### src/rtl/rcal_params.svh
`ifndef RCAL_PARAMS_SVH
`define RCAL_PARAMS_SVH
// Register byte offsets
`define RCAL_OFS_CFG 8'h00
`define RCAL_OFS_TRIM 8'h04
`define RCAL_OFS_PAD 8'h08
`define RCAL_OFS_ACFG 8'h0C
`define RCAL_OFS_RPT 8'h10
`define RCAL_OFS_TVH 8'h14
`define RCAL_OFS_TVL 8'h18
`define RCAL_OFS_AVH 8'h1C
`define RCAL_OFS_AVL 8'h20
`define RCAL_OFS_KEY 8'h24
// Field positions
`define RCAL_CFG_EN 7
`define RCAL_CFG_UNLOCK 5
`define RCAL_CFG_SYNC 4
`define RCAL_CFG_HALF 3
`define RCAL_CFG_OE 2
`define RCAL_ACFG_EN 7
`define RCAL_ACFG_ENDLESS 6
// Values
`define RCAL_KEY_FIRST 8'h55
`define RCAL_KEY_SECOND 8'hAA
`define RCAL_RPT_RESET 8'h00
`define RCAL_RPT_WRAP 8'hFF
`define RCAL_SEL_ALARM 2'b00
`define RCAL_SEL_SECONDS 2'b01
// Timing
`define RCAL_CLK_NS 8
`define RCAL_INSTR_NS 32
`define RCAL_UNLOCK_CYC ((`RCAL_INSTR_NS) / (`RCAL_CLK_NS))
`define RCAL_SYNC_WIN 14'd32
`endif

### src/rtl/rcal_pkg.sv
package rcal_pkg;
  typedef enum logic [1:0] {
    RCAL_KEY_IDLE,
    RCAL_KEY_HALF,
    RCAL_KEY_OPEN
  } rcal_key_t;
  typedef logic [7:0] rcal_byte_t;
endpackage

### src/rtl/rcal_top.sv
`timescale 1ns/1ps
`default_nettype none
`include "rcal_params.svh"

// How it works
// - Safety flag low only while time registers cannot roll over.
// - Time register writes accepted only while unlock bit 5 is set.
// - Unlock set only right after key writes 0x55 then 0xAA.
// - Timer pointer picks min/sec, wday/hour, month/day, none/year.
// - Timer high window access decrements pointer, holding at 00.
// - Alarm pointer picks min/sec, wday/hour, month/day, nothing.
// - Alarm high window access decrements pointer, holding at 00.
// - Each hour four times signed trim adds or removes pulses.
// - Alarm enable self-clears on alarm unless endless or count nonzero.
// - Interval mask picks matching digits, half second up to year.
// - Yearly alarm compares time, day and month, not the year; there is no leap-year check.
// - Each alarm decrements repeat count; at 00 final alarm then off.
// - Count FF gives up to 255 repeats.
// - Endless mode wraps count from 00 to FF, alarm stays on.
// - Count 00 without endless gives exactly one alarm.
// - Every alarm event raises an interrupt request.
// - Alarm pulse toggles per alarm, half alarm rate square wave.
// - Pin select 00 routes alarm pulse, 01 the seconds clock.
// - Timer window and timer enable writes ignored while unlock is clear; alarm window writes always land.
// - Writing the minutes/seconds pair clears the prescalers.
// - Device reset clears repeat count and alarm, timer keeps running.
module rcal_top (
  // APB
  input wire logic pclk,
  input wire logic presetn,
  input wire logic ce,
  input wire logic psel,
  input wire logic penable,
  input wire logic pwrite,
  input wire logic [7:0] paddr,
  input wire logic [31:0] pwdata,
  output logic [31:0] prdata,
  output logic pready,
  output logic pslverr,
  // Oscillator and device reset
  input wire logic osc_in,
  input wire logic dev_reset,
  // Outputs
  output logic clk_pin_out,
  output logic clk_pin_oe,
  output logic alarm_irq,
  output logic day_carry
);
  // Fields
  logic timer_en, unlock, pin_oe;
  logic [1:0] tptr, aptr, pin_sel;
  logic [7:0] trim;
  logic alrm_en, endless;
  logic [3:0] alarm_interval_mask;
  logic [7:0] rpt;
  logic [7:0] t_sec, t_min, t_hr, t_wday, t_day, t_mon, t_year;
  logic [7:0] a_sec, a_min, a_hr, a_wday, a_day, a_mon;
  rcal_pkg::rcal_key_t key_st;
  logic [2:0] key_cnt;
  logic [13:0] hs_cnt;
  logic [9:0] skip_cnt;
  logic halfsec, alarm_pulse, eval_pend;
  logic osc_s1, osc_s2, osc_s3;

  // Bus decode
  wire setup = psel && !penable;
  wire acc = psel && penable && ce;
  wire wr = acc && pwrite;
  wire rd = acc && !pwrite;
  wire [7:0] wd = pwdata[7:0];
  wire hit_cfg = paddr == `RCAL_OFS_CFG;
  wire hit_trim = paddr == `RCAL_OFS_TRIM;
  wire hit_pad = paddr == `RCAL_OFS_PAD;
  wire hit_acfg = paddr == `RCAL_OFS_ACFG;
  wire hit_rpt = paddr == `RCAL_OFS_RPT;
  wire hit_tvh = paddr == `RCAL_OFS_TVH;
  wire hit_tvl = paddr == `RCAL_OFS_TVL;
  wire hit_avh = paddr == `RCAL_OFS_AVH;
  wire hit_avl = paddr == `RCAL_OFS_AVL;
  wire hit_key = paddr == `RCAL_OFS_KEY;
  wire mapped = hit_cfg | hit_trim | hit_pad | hit_acfg | hit_rpt | hit_tvh | hit_tvl
    | hit_avh | hit_avl | hit_key;
  wire wr_tvh = wr && hit_tvh && unlock;
  wire wr_tvl = wr && hit_tvl && unlock;
  wire wr_avh = wr && hit_avh;
  wire wr_avl = wr && hit_avl;
  wire key_open = key_st == rcal_pkg::RCAL_KEY_OPEN;
  wire minutes_seconds_pair_wr = (wr_tvh || wr_tvl) && tptr == 2'b00;

  assign pready = 1'b1;
  assign pslverr = acc && !mapped;

  // Oscillator tick, two flops before any logic
  wire osc_tick = osc_s2 && !osc_s3;
  wire stalled = skip_cnt != 10'd0;
  wire hs_wrap = timer_en && osc_tick && !stalled && hs_cnt == 14'h3FFF;
  wire sec_inc = hs_wrap && halfsec;
  wire sec_roll = sec_inc && t_sec == 8'h59;
  wire min_roll = sec_roll && t_min == 8'h59;
  wire hr_roll = min_roll && t_hr == 8'h23;
  // Flag rises late in the second half, drops once the count is past
  wire sync_flag = timer_en && halfsec && hs_cnt >= 14'h3FFF - `RCAL_SYNC_WIN;
  wire signed [10:0] trim_x4 = {{1{trim[7]}}, trim, 2'b00};

  function automatic logic [7:0] bcd_inc(input logic [7:0] v, input logic [7:0] top);
    logic [7:0] r;
    r = 8'h00;
    if (v == top) begin
      r = 8'h00;
    end else if (v[3:0] == 4'h9) begin
      r = {v[7:4] + 4'h1, 4'h0};
    end else begin
      r = {v[7:4], v[3:0] + 4'h1};
    end
    return r;
  endfunction

  // Window read selection
  wire [7:0] tvh_rd = tptr == 2'b00 ? t_min : tptr == 2'b01 ? t_wday :
    tptr == 2'b10 ? t_mon : 8'h00;
  wire [7:0] tvl_rd = tptr == 2'b00 ? t_sec : tptr == 2'b01 ? t_hr :
    tptr == 2'b10 ? t_day : t_year;
  wire [7:0] avh_rd = aptr == 2'b00 ? a_min : aptr == 2'b01 ? a_wday :
    aptr == 2'b10 ? a_mon : 8'h00;
  wire [7:0] avl_rd = aptr == 2'b00 ? a_sec : aptr == 2'b01 ? a_hr :
    aptr == 2'b10 ? a_day : 8'h00;
  wire [7:0] cfg_rd = {timer_en, 1'b0, unlock, sync_flag, halfsec, pin_oe, tptr};
  wire [7:0] rd_mux = hit_cfg ? cfg_rd : hit_trim ? trim :
    hit_pad ? {5'd0, pin_sel, 1'b0} : hit_acfg ? {alrm_en, endless, alarm_interval_mask, aptr} :
    hit_rpt ? rpt : hit_tvh ? tvh_rd : hit_tvl ? tvl_rd :
    hit_avh ? avh_rd : hit_avl ? avl_rd : 8'h00;

  // Alarm match
  wire m_s1 = a_sec[3:0] == t_sec[3:0];
  wire m_s = a_sec == t_sec;
  wire m_m1 = a_min[3:0] == t_min[3:0];
  wire m_ms = m_s && a_min == t_min;
  wire m_h = m_ms && a_hr == t_hr;
  logic match;
  always_comb begin
    case (alarm_interval_mask)
      4'd0: match = 1'b1;
      4'd1: match = !halfsec;
      4'd2: match = !halfsec && m_s1;
      4'd3: match = !halfsec && m_s;
      4'd4: match = !halfsec && m_s && m_m1;
      4'd5: match = !halfsec && m_ms;
      4'd6: match = !halfsec && m_h;
      4'd7: match = !halfsec && m_h && a_wday == t_wday;
      4'd8: match = !halfsec && m_h && a_day == t_day;
      // Feb 29 matches only when the calendar reaches it
      4'd9: match = !halfsec && m_h && a_day == t_day && a_mon == t_mon;
      default: match = 1'b0;
    endcase
  end
  wire alarm_evt = ce && eval_pend && alrm_en && match;

  // Next repeat state
  logic [7:0] next_rpt;
  logic next_alrm_en;
  always_comb begin
    next_rpt = rpt;
    next_alrm_en = alrm_en;
    if (rpt != 8'h00) begin
      next_rpt = rpt - 8'h01;
    end else if (endless) begin
      next_rpt = `RCAL_RPT_WRAP;
    end else begin
      next_alrm_en = 1'b0;
    end
  end

  // Input synchroniser
  always_ff @(posedge pclk or negedge presetn) begin
    if (!presetn) begin
      osc_s1 <= 1'b0;
      osc_s2 <= 1'b0;
      osc_s3 <= 1'b0;
    end else if (ce) begin
      osc_s1 <= osc_in;
      osc_s2 <= osc_s1;
      osc_s3 <= osc_s2;
    end
  end

  // Unlock key sequence
  always_ff @(posedge pclk or negedge presetn) begin
    if (!presetn) begin
      key_st <= rcal_pkg::RCAL_KEY_IDLE;
      key_cnt <= 3'd0;
    end else if (ce) begin
      case (key_st)
        rcal_pkg::RCAL_KEY_IDLE: begin
          if (wr && hit_key && wd == `RCAL_KEY_FIRST) begin
            key_st <= rcal_pkg::RCAL_KEY_HALF;
          end
        end
        rcal_pkg::RCAL_KEY_HALF: begin
          if (wr && hit_key && wd == `RCAL_KEY_SECOND) begin
            key_st <= rcal_pkg::RCAL_KEY_OPEN;
            key_cnt <= 3'(`RCAL_UNLOCK_CYC);
          end else if (wr) begin
            key_st <= rcal_pkg::RCAL_KEY_IDLE;
          end
        end
        rcal_pkg::RCAL_KEY_OPEN: begin
          key_cnt <= key_cnt - 3'd1;
          if (wr || key_cnt == 3'd1) begin
            key_st <= rcal_pkg::RCAL_KEY_IDLE;
          end
        end
        default: key_st <= rcal_pkg::RCAL_KEY_IDLE;
      endcase
    end
  end

  // Configuration registers
  always_ff @(posedge pclk or negedge presetn) begin
    if (!presetn) begin
      timer_en <= 1'b0;
      unlock <= 1'b0;
      pin_oe <= 1'b0;
      tptr <= 2'b00;
      trim <= 8'h00;
      pin_sel <= 2'b00;
      aptr <= 2'b00;
      alarm_interval_mask <= 4'd0;
      endless <= 1'b0;
    end else if (ce) begin
      if (wr && hit_cfg) begin
        // Clearing is always allowed; setting needs the open key window
        unlock <= wd[`RCAL_CFG_UNLOCK] && (unlock || key_open);
        if (unlock) begin
          timer_en <= wd[`RCAL_CFG_EN];
        end
        pin_oe <= wd[`RCAL_CFG_OE];
        tptr <= wd[1:0];
      end else if ((rd || wr) && hit_tvh && tptr != 2'b00) begin
        tptr <= tptr - 2'b01;
      end
      if (wr && hit_trim) begin
        trim <= wd;
      end
      if (wr && hit_pad) begin
        pin_sel <= wd[2:1];
      end
      if (wr && hit_acfg) begin
        alarm_interval_mask <= wd[5:2];
        endless <= wd[`RCAL_ACFG_ENDLESS];
        aptr <= wd[1:0];
      end else if ((rd || wr) && hit_avh && aptr != 2'b00) begin
        aptr <= aptr - 2'b01;
      end
    end
  end

  // Alarm enable and repeat count, cleared by either reset
  always_ff @(posedge pclk or negedge presetn) begin
    if (!presetn) begin
      alrm_en <= 1'b0;
      rpt <= `RCAL_RPT_RESET;
    end else if (ce) begin
      if (dev_reset) begin
        alrm_en <= 1'b0;
        rpt <= `RCAL_RPT_RESET;
      end else if (alarm_evt) begin
        alrm_en <= next_alrm_en;
        rpt <= next_rpt;
      end else begin
        if (wr && hit_acfg) begin
          alrm_en <= wd[`RCAL_ACFG_EN];
        end
        if (wr && hit_rpt) begin
          rpt <= wd;
        end
      end
    end
  end

  // Prescaler with hourly trim; only the enable and minutes_seconds_pair write touch it
  always_ff @(posedge pclk or negedge presetn) begin
    if (!presetn) begin
      hs_cnt <= 14'd0;
      halfsec <= 1'b0;
      skip_cnt <= 10'd0;
    end else if (ce) begin
      if (minutes_seconds_pair_wr) begin
        hs_cnt <= 14'd0;
        halfsec <= 1'b0;
        skip_cnt <= 10'd0;
      end else if (min_roll && !trim_x4[10]) begin
        hs_cnt <= {3'd0, trim_x4};
        halfsec <= 1'b0;
      end else if (min_roll) begin
        hs_cnt <= 14'd0;
        halfsec <= 1'b0;
        skip_cnt <= 10'(-trim_x4);
      end else if (timer_en && osc_tick) begin
        if (stalled) begin
          skip_cnt <= skip_cnt - 10'd1;
        end else begin
          hs_cnt <= hs_cnt + 14'd1;
          if (hs_wrap) begin
            halfsec <= !halfsec;
          end
        end
      end
    end
  end

  // Time values; a software write wins over the count for its own field
  always_ff @(posedge pclk or negedge presetn) begin
    if (!presetn) begin
      t_sec <= 8'h00;
      t_min <= 8'h00;
      t_hr <= 8'h00;
      t_wday <= 8'h00;
      t_day <= 8'h01;
      t_mon <= 8'h01;
      t_year <= 8'h00;
    end else if (ce) begin
      if (wr_tvl && tptr == 2'b00) begin
        t_sec <= wd;
      end else if (sec_inc) begin
        t_sec <= bcd_inc(t_sec, 8'h59);
      end
      if (wr_tvh && tptr == 2'b00) begin
        t_min <= wd;
      end else if (sec_roll) begin
        t_min <= bcd_inc(t_min, 8'h59);
      end
      if (wr_tvl && tptr == 2'b01) begin
        t_hr <= wd;
      end else if (min_roll) begin
        t_hr <= bcd_inc(t_hr, 8'h23);
      end
      if (wr_tvh && tptr == 2'b01) begin
        t_wday <= wd;
      end else if (hr_roll) begin
        t_wday <= t_wday == 8'h06 ? 8'h00 : t_wday + 8'h01;
      end
      if (wr_tvl && tptr == 2'b10) begin
        t_day <= wd;
      end
      if (wr_tvh && tptr == 2'b10) begin
        t_mon <= wd;
      end
      if (wr_tvl && tptr == 2'b11) begin
        t_year <= wd;
      end
    end
  end

  // Alarm values through the alarm window
  always_ff @(posedge pclk or negedge presetn) begin
    if (!presetn) begin
      a_sec <= 8'h00;
      a_min <= 8'h00;
      a_hr <= 8'h00;
      a_wday <= 8'h00;
      a_day <= 8'h01;
      a_mon <= 8'h01;
    end else if (ce) begin
      if (wr_avl && aptr == 2'b00) a_sec <= wd;
      if (wr_avh && aptr == 2'b00) a_min <= wd;
      if (wr_avl && aptr == 2'b01) a_hr <= wd;
      if (wr_avh && aptr == 2'b01) a_wday <= wd;
      if (wr_avl && aptr == 2'b10) a_day <= wd;
      if (wr_avh && aptr == 2'b10) a_mon <= wd;
    end
  end

  // Outputs; match evaluated one cycle after the half-second count settles
  always_ff @(posedge pclk or negedge presetn) begin
    if (!presetn) begin
      eval_pend <= 1'b0;
      alarm_pulse <= 1'b0;
      alarm_irq <= 1'b0;
      day_carry <= 1'b0;
      clk_pin_out <= 1'b0;
      clk_pin_oe <= 1'b0;
      prdata <= 32'h0000_0000;
    end else if (ce) begin
      eval_pend <= hs_wrap;
      alarm_irq <= alarm_evt;
      day_carry <= hr_roll;
      if (alarm_evt) begin
        alarm_pulse <= !alarm_pulse;
      end
      case (pin_sel)
        `RCAL_SEL_ALARM: clk_pin_out <= alarm_pulse;
        `RCAL_SEL_SECONDS: clk_pin_out <= halfsec;
        default: clk_pin_out <= 1'b0;
      endcase
      clk_pin_oe <= pin_oe;
      if (setup) begin
        prdata <= {24'h00_0000, rd_mux};
      end
    end
  end

  property p_lock;
    @(posedge pclk) disable iff (!presetn)
    (wr && (hit_tvh || hit_tvl) && !unlock && !timer_en) |=>
      {t_year, t_mon, t_day, t_wday, t_hr, t_min, t_sec} ==
      $past({t_year, t_mon, t_day, t_wday, t_hr, t_min, t_sec});
  endproperty
  a_lock: assert property (p_lock) else $error("locked window write took effect");
  property p_key;
    @(posedge pclk) disable iff (!presetn)
    $rose(unlock) |-> $past(key_open);
  endproperty
  a_key: assert property (p_key) else $error("unlock set outside key window");
  property p_tptr;
    @(posedge pclk) disable iff (!presetn)
    (acc && hit_tvh && tptr != 2'b00) |=> tptr == $past(tptr) - 2'b01;
  endproperty
  a_tptr: assert property (p_tptr) else $error("timer pointer not decremented");
  property p_aptr;
    @(posedge pclk) disable iff (!presetn)
    (acc && hit_avh && aptr == 2'b00) |=> aptr == 2'b00;
  endproperty
  a_aptr: assert property (p_aptr) else $error("alarm pointer left 00");
  property p_sync;
    @(posedge pclk) disable iff (!presetn)
    sec_inc |-> sync_flag ##1 !sync_flag;
  endproperty
  a_sync: assert property (p_sync) else $error("safety flag not around increment");
  property p_once;
    @(posedge pclk) disable iff (!presetn)
    (alarm_evt && rpt == 8'h00 && !endless && !dev_reset) |=> !alrm_en;
  endproperty
  a_once: assert property (p_once) else $error("alarm enable not cleared");
  property p_wrap;
    @(posedge pclk) disable iff (!presetn)
    (alarm_evt && rpt == 8'h00 && endless && !dev_reset) |=> rpt == 8'hFF && alrm_en;
  endproperty
  a_wrap: assert property (p_wrap) else $error("endless count did not wrap");
  property p_irq;
    @(posedge pclk) disable iff (!presetn)
    alarm_evt |=> alarm_irq && alarm_pulse != $past(alarm_pulse);
  endproperty
  a_irq: assert property (p_irq) else $error("alarm without irq or toggle");
  property p_pin;
    @(posedge pclk) disable iff (!presetn)
    (ce && pin_sel == 2'b00) |=> clk_pin_out == $past(alarm_pulse);
  endproperty
  a_pin: assert property (p_pin) else $error("pin not carrying alarm pulse");
  property p_secpin;
    @(posedge pclk) disable iff (!presetn)
    (ce && pin_sel == 2'b01) |=> clk_pin_out == $past(halfsec);
  endproperty
  a_secpin: assert property (p_secpin) else $error("pin not carrying seconds clock");
endmodule
`default_nettype wire

### config.mk
export PLATFORM = sky130hd
export DESIGN_NAME = rcal_top
export DESIGN_NICKNAME = d
export VERILOG_FILES = /design/src/rtl/rcal_pkg.sv /design/src/rtl/rcal_top.sv
export VERILOG_INCLUDE_DIRS = /design/src /design/src/rtl
export SDC_FILE = /design/constraint.sdc
export NUM_CORES = 1
export LEC_CHECK = 0
export BUFFER_PORTS_ARGS = -buffer_cell sky130_fd_sc_hd__buf_4
export CAP_MARGIN = 20
export CORE_ASPECT_RATIO = 0.7
export CORE_MARGIN = 5
export CORE_UTILIZATION = 25
export CTS_CLUSTER_DIAMETER = 150
export CTS_CLUSTER_SIZE = 8
export DETAILED_ROUTE_END_ITERATION = 8
export PLACE_DENSITY = 0.39
export SLEW_MARGIN = 20
export SYNTH_ARGS = -nofsm -noshare
export SYNTH_HDL_FRONTEND = slang
export SYNTH_SLANG_ARGS = --single-unit
### constraint.sdc
create_clock -name pclk -period 2.5 [get_ports pclk]
set_input_delay 0.75 -clock pclk [delete_from_list [all_inputs] [get_ports pclk]]
set_output_delay 0.75 -clock pclk [all_outputs]
set_load 0.05 [all_outputs]
# Word level (Yosys, flattened, before mapping)

Cells that the tools add are included.

Logic and storage cells: 328
Flip-flop bits (word level): 182

Mux-type cells: 75
Reduce and logical (&&, ||, !) cells: 133
Bitwise gates (word level): 9
Equality and inequality tests: 54
Order comparisons: 1
$add $sub $neg: 14

Operators with widths:

| cell                                                      | number |
|---|---|
| two-way mux 8 bit                                         | 41 |
| two-way mux 14 bit                                        | 5 |
| logical AND 1 bit                                         | 63 |
| two-way mux 10 bit                                        | 5 |
| == test 8 bit                                             | 6 |
| AND reduction 2 bit                                       | 21 |
| == test 8 x 5 -> 1 bit, second input constant             | 4 |
| adder 4 x 1 -> 4 bit, second input constant               | 6 |
| == test 8 x 6 -> 1 bit, second input constant             | 3 |
| == test 8 x 7 -> 1 bit, second input constant             | 3 |
| AND reduction 3 bit                                       | 7 |
| nonzero test 3 bit                                        | 7 |
| == test 4 bit, second input constant                      | 5 |
| nonzero test 2 bit                                        | 9 |
| == test 4 x 3 -> 1 bit, second input constant             | 4 |
| == test 8 x 3 -> 1 bit, second input constant             | 2 |
| == test 8 x 4 -> 1 bit, second input constant             | 2 |
| two-way mux 2 bit                                         | 8 |
| AND reduction 4 bit                                       | 4 |
| adder 14 x 1 -> 14 bit, second input constant             | 1 |
| == test 14 bit, second input constant                     | 1 |
| greater-or-equal comparator 14 bit, second input constant | 1 |
| two-way mux 1 bit                                         | 11 |
| negator 10 bit                                            | 1 |
| 31 further kinds                                          | 66 |

# Logic depth before layout (Yosys ltp)

Word-level depth: 13
Gate-level depth with buffers: 11
Gate-level depth less buffers: 9

# Worst setup path before layout

No wires, ideal clock.

Kind: input to output
From: input paddr[3]
To: output pslverr
Cell stages on the path: 3
Path buffers: 1
Slack: -0.185 ns
Arrival: 1.935 ns
Data required time: 1.750 ns
Cells stage by stage: clkbuf_1 > o21ai_0 > a31oi_1

Cells in the longest elaborated chain, start to end: 12
Elaborated cells between the ends (all ways): 21

RTL lines:

| element                                                                    | line           | text |
|---|---|---|
| from (decl)                                                                | rcal_top.sv:35 | `input wire logic [7:0] paddr,` |
| == test 8 x 3 -> 1 bit (no source line) or zero test 8 bit (tied branches) | n/a            |  |
| OR 1 bit (6 in a row)                                                      | rcal_top.sv:81 | `wire mapped = hit_cfg \| hit_trim \| hit_pad \| hit_acfg \| hit_rpt \| hit_tvh \| hit_tvl` |
| OR 1 bit (2 in a row)                                                      | rcal_top.sv:82 | `\| hit_avh \| hit_avl \| hit_key;` |
| OR 1 bit *                                                                 | rcal_top.sv:82 |  |
| zero test 1 bit *                                                          | rcal_top.sv:91 | `assign pslverr = acc && !mapped;` |
| logical AND 1 bit *                                                        | rcal_top.sv:91 |  |
| to (decl)                                                                  | rcal_top.sv:39 | `output logic pslverr,` |

Every way passes the cells marked *; elsewhere a longest branch is shown, timed or not.

# Worst setup path after layout

From: register rpt[0]
To: register rpt[7]

Cells in the longest elaborated chain, start to end: 4
Elaborated cells between the ends (all ways): 7

RTL lines:

| element                                                         | line                             | text |
|---|---|---|
| from (decl)                                                     | rcal_top.sv:55                   | `logic [7:0] rpt;` |
| from (signal assigned)                                          | rcal_top.sv:261                  | `` rpt <= `RCAL_RPT_RESET; `` |
| from (signal assigned)                                          | rcal_top.sv:265                  | `` rpt <= `RCAL_RPT_RESET; `` |
| from (signal assigned)                                          | rcal_top.sv:268                  | `rpt <= next_rpt;` |
| subtractor 8 x 1 -> 8 bit or nonzero test 8 bit (tied branches) | rcal_top.sv:165, rcal_top.sv:164 |  |
| two-way mux 8 bit                                               | rcal_top.sv:164                  | `if (rpt != 8'h00) begin` |
| two-way mux 8 bit                                               | rcal_top.sv:266                  | `end else if (alarm_evt) begin` |
| two-way mux 8 bit                                               | rcal_top.sv:263                  | `if (dev_reset) begin` |

Several ways; a longest one is shown, not always the timed one.
A chain may end at the register's enable or synchronous reset.

==> summary.md <==
| Metric | Value |
|---|---|
| Status | finished with violations |
| Violated checks | setup timing |
| Die area | between 50000 and 60000 um^2 |
| Flop pwr share | 46.0% |
| Dpl ws | -0.414 ns |
| Die Height | 190 um |
| Mean Syn Cell Area | 9.23 um^2 |
| R2R setup slack | -0.21 ns |
| Fin. Hold Viols | 0 |
| P_leak | roughly 6.7 nW |
| Setup TNS | -1.07 ns |
| Largest net degree at the start of global routing | 52 |
| GP Congestion | 0.882 |
| Worst Path Required | 2.88 ns |
| Crit-path slowest cell | or4b_4 |
| Worst vdd ir | approximately 0.00042 V |
| Reg-to-reg endpoint | rpt[7] |
| Max reg flops | 14 |
| # setup viols final | 8 |
| Post-synth top area share | 38.7% |
| Synth async-reset ratio | 100% |
| Max cap viols | 0 |
| Synth Cell Area | 11500 um^2 |
| Top cells by count, synth | dfrtp_1 (178), nand2_1 (132), o21ai_0 (122), mux2_2 (87), nor2_1 (74) |
| Comb power frac | 10.2% |
| FF-to-FF Start | rpt[0] |
| Initial antenna violation count | 2 |
| Cell accounting for the most synthesized area | dfrtp_1 |
| CP arrival | 3.09 ns |
| Final period utilization | 109% |
| Core Util, Final | between 30% and 40% |
| Die Wd | 267 um |
| Clk pwr share | a little over two fifths |
| Most used flip-flop cell after synthesis | dfrtp_1 |
| Area delta synth->final | 33.0% |
| Yosys cell types | 83 |
| Fin crit period | about 2.7 ns |
| Sw frac | 28.2% |
| Vias in the first global route | 9731 |
| Worst-path clk slew | ~0.080 ns |
| CTS H-tree lvls | 4 |
| Number of DRC markers in iteration 0 | 856 |
| Fmax | approximately 370 MHz |
| Max Root-Sink Buffers | 2 |
| Nature of the critical path startpoint | register |
| Post-synthesis sequential area ratio | 39.6% |
| DR DRC count | 0 |
| Syn. warnings | 0 |
| Fill count | 4638 |
| CP Capture Type | register |
| # IOs | 86 |
| Rel. slew slack | 63.2% |
| CP max stage delay | roughly 0.5 ns |
| Most common cell in the synthesized netlist | dfrtp_1 |
| Synth area leaders | dfrtp_1 (39%), mux2_2 (8.5%), o21ai_0 (5.3%), nand2_1 (4.3%), xnor2_1 (3.6%) |
| All-Layer GR Usage | between 10% and 20% |
| Rows | 65 |
| TritonCTS buffer count | 17 |
| CTS Sinks | 182 |
| Root buffer cell | clkbuf_16 |
| Most flop-heavy register | hs_cnt |
| Starting density of the core | 25.4% |
| Post-placement cell area | roughly 14000 um^2 |
| Layout cells sized above 1 | 34.2% |
| Gr ovfl total | 0 |
| Largest registers | hs_cnt (14), skip_cnt (10) |
| First-pass GRT wire length | roughly 68000 um |
| Net count, final | 1557 |
| CP Max Fanout | 5 |
| Post-Synthesis Cells | between 1000 and 1500 |
| CP Class | reg -> reg |
| P_sw | ~1.8 mW |
| Critical-path cell list | inv_2, ha_4, or4b_4, nor4b_4, buf_6, nor3_4, a32oi_2, o211ai_2, o31a_1, buf_4, o22ai_2 |
| Port Buf Inserts | 36 |
| Number of flops mapped to enable cells by yosys | 0 |
| Internal power | 4.69 mW |
| Vias | roughly 10000 |
| Clock latency on the worst-skew pair | 0.46 ns |
| Clock skew | 0.0128 ns |
| FF-to-FF path depth | 11 |
| Post-DR wirelength/cell | 22.3 um |
| Setup WS post-layout | -0.214 ns |
| Synth Register Bits | approximately 180 |
| CTS tree | done |
| Fin area | 15300 um^2 |
| Routed WL | about 47000 um |
| Core area | 45300 um^2 |
| PD cells | 426 nW/um^2 |
| Detail Route Antenna Nets | 0 |
| Slew @ Worst Pin | 0.548 ns |
| Via density | 4.95 |
| Number of max-slew violations in the final report | 0 |
| First-pass iteration count of the detailed router | 5 |
| RSZ-0062 raised after global routing | yes |
| Detail Placement HPWL | roughly 36000 um |
| Worst Hold Class | in -> async |
[cells by family (layout without fill, tap and decap cells)]
kind of cell,count (synthesis),after routing,synth area share [%]
xor gates and xnor gates,66,66,5.02
buffers and inverters,127,351,5.45
muxes,110,110,10.5
adders and majority gates,27,27,2.93
DFF,182,182,39.6
and+or+nand+nor,429,429,20.0
AOI/OAI and AO/OA,305,305,16.5
other,2,26,0.0652
[metrics by stage]
stage               hold WS (ns)  std cells  power [mW]
CTS                        0.146       2086        6.57
floorplan                  0.441       1271        3.40
finish                     0.165       2099        6.53
global placement           0.470       2046        3.71
global route               0.154       2098        6.75
detailed placement         0.473       2046        3.71
[how the worst max path moves through the flow]
stage	startpoint	endpoint
finish	rpt[0]	rpt[7]
global route	rpt[0]	rpt[7]
CTS	rpt[0]	rpt[3]
detailed placement	paddr[5]	t_sec[7]
global placement	paddr[5]	t_sec[7]
floorplan	paddr[5]	t_sec[6]
[critical path, delay by kind of cell (launching register included)]
| kind | cells | cell delay [ns] |
|---|---|---|
| and+or+nand+nor | 3 | 0.78 |
| buffers and inverters | 3 | 0.42 |
| AOI/OAI and AO/OA | 4 | 0.92 |
| DFF | 1 | 0.39 |
| adders and majority gates | 1 | 0.13 |
[cell usage in the layout, fill, tap and decap left out, types with 6 or more instances in the layout]
cell type,netlist,final
buf_4,30,261
dfrtp_1,178,176
nand2_1,132,131
o21ai_0,122,99
mux2_2,87,87
nor2_1,74,71
a21oi_1,70,67
xnor2_1,48,48
o21ai_1,13,32
inv_1,33,30
nand3_1,30,26
conb_1,2,25
nor3_1,28,24
mux2i_1,23,23
and3_1,22,20
ha_1,27,20
nand4_1,19,19
clkbuf_16,0,19
xor2_1,18,18
buf_12,0,16
a22oi_1,14,14
o211ai_1,13,13
nor2b_1,12,12
nor3b_1,16,11
nand2b_1,12,11
nand3b_1,10,10
nor4_1,15,10
a221o_1,9,9
or3_1,11,8
a221oi_1,13,8
nand3_2,4,6
o31ai_1,7,6
[routing by layer]
layer	track usage (%)	routed length [um]
met4	3.01	391
met2	22.6	17500
met3	4.64	3370
met5	0	0
met1	30.3	25700
[repair_timing]
item | in CTS | in global routing
buffers inserted | 7 | 9
resized for setup | 24 | 79
cloned | 1 | 3
hold endpoints to repair | 0 | 0
endpoints found under the setup margin | 51 | 47
pin swaps | 12 | 33
hold buffers | 0 | 0
[cell type report]
class / instances / area, um^2 / share of cell area, %
Multi-Input combinational cell: 962 / 6870 / 44.8
Sequential cell: 182 / 4560 / 29.8
Timing Repair Buffer: 285 / 2420 / 15.8
Tap cell: 603 / 754 / 4.92
Clock buffer: 18 / 439 / 2.87
Clock inverter: 14 / 149 / 0.972
Inverter: 34 / 128 / 0.833
Antenna cell: 1 / 2.50 / 0.0163
[power by group through the flow]
stage / Clock (mW) / Sequential (mW) / Combinational [mW]
final: 2.86 / 3.01 / 0.665
after global routing: 3.03 / 3.01 / 0.713
after CTS: 2.91 / 3.00 / 0.654
after detailed placement: 0 / 3.06 / 0.646
after global placement: 0 / 3.06 / 0.645
after floorplan: 0 / 3.09 / 0.311
No activity file was read; power rests on OpenSTA's default activity.
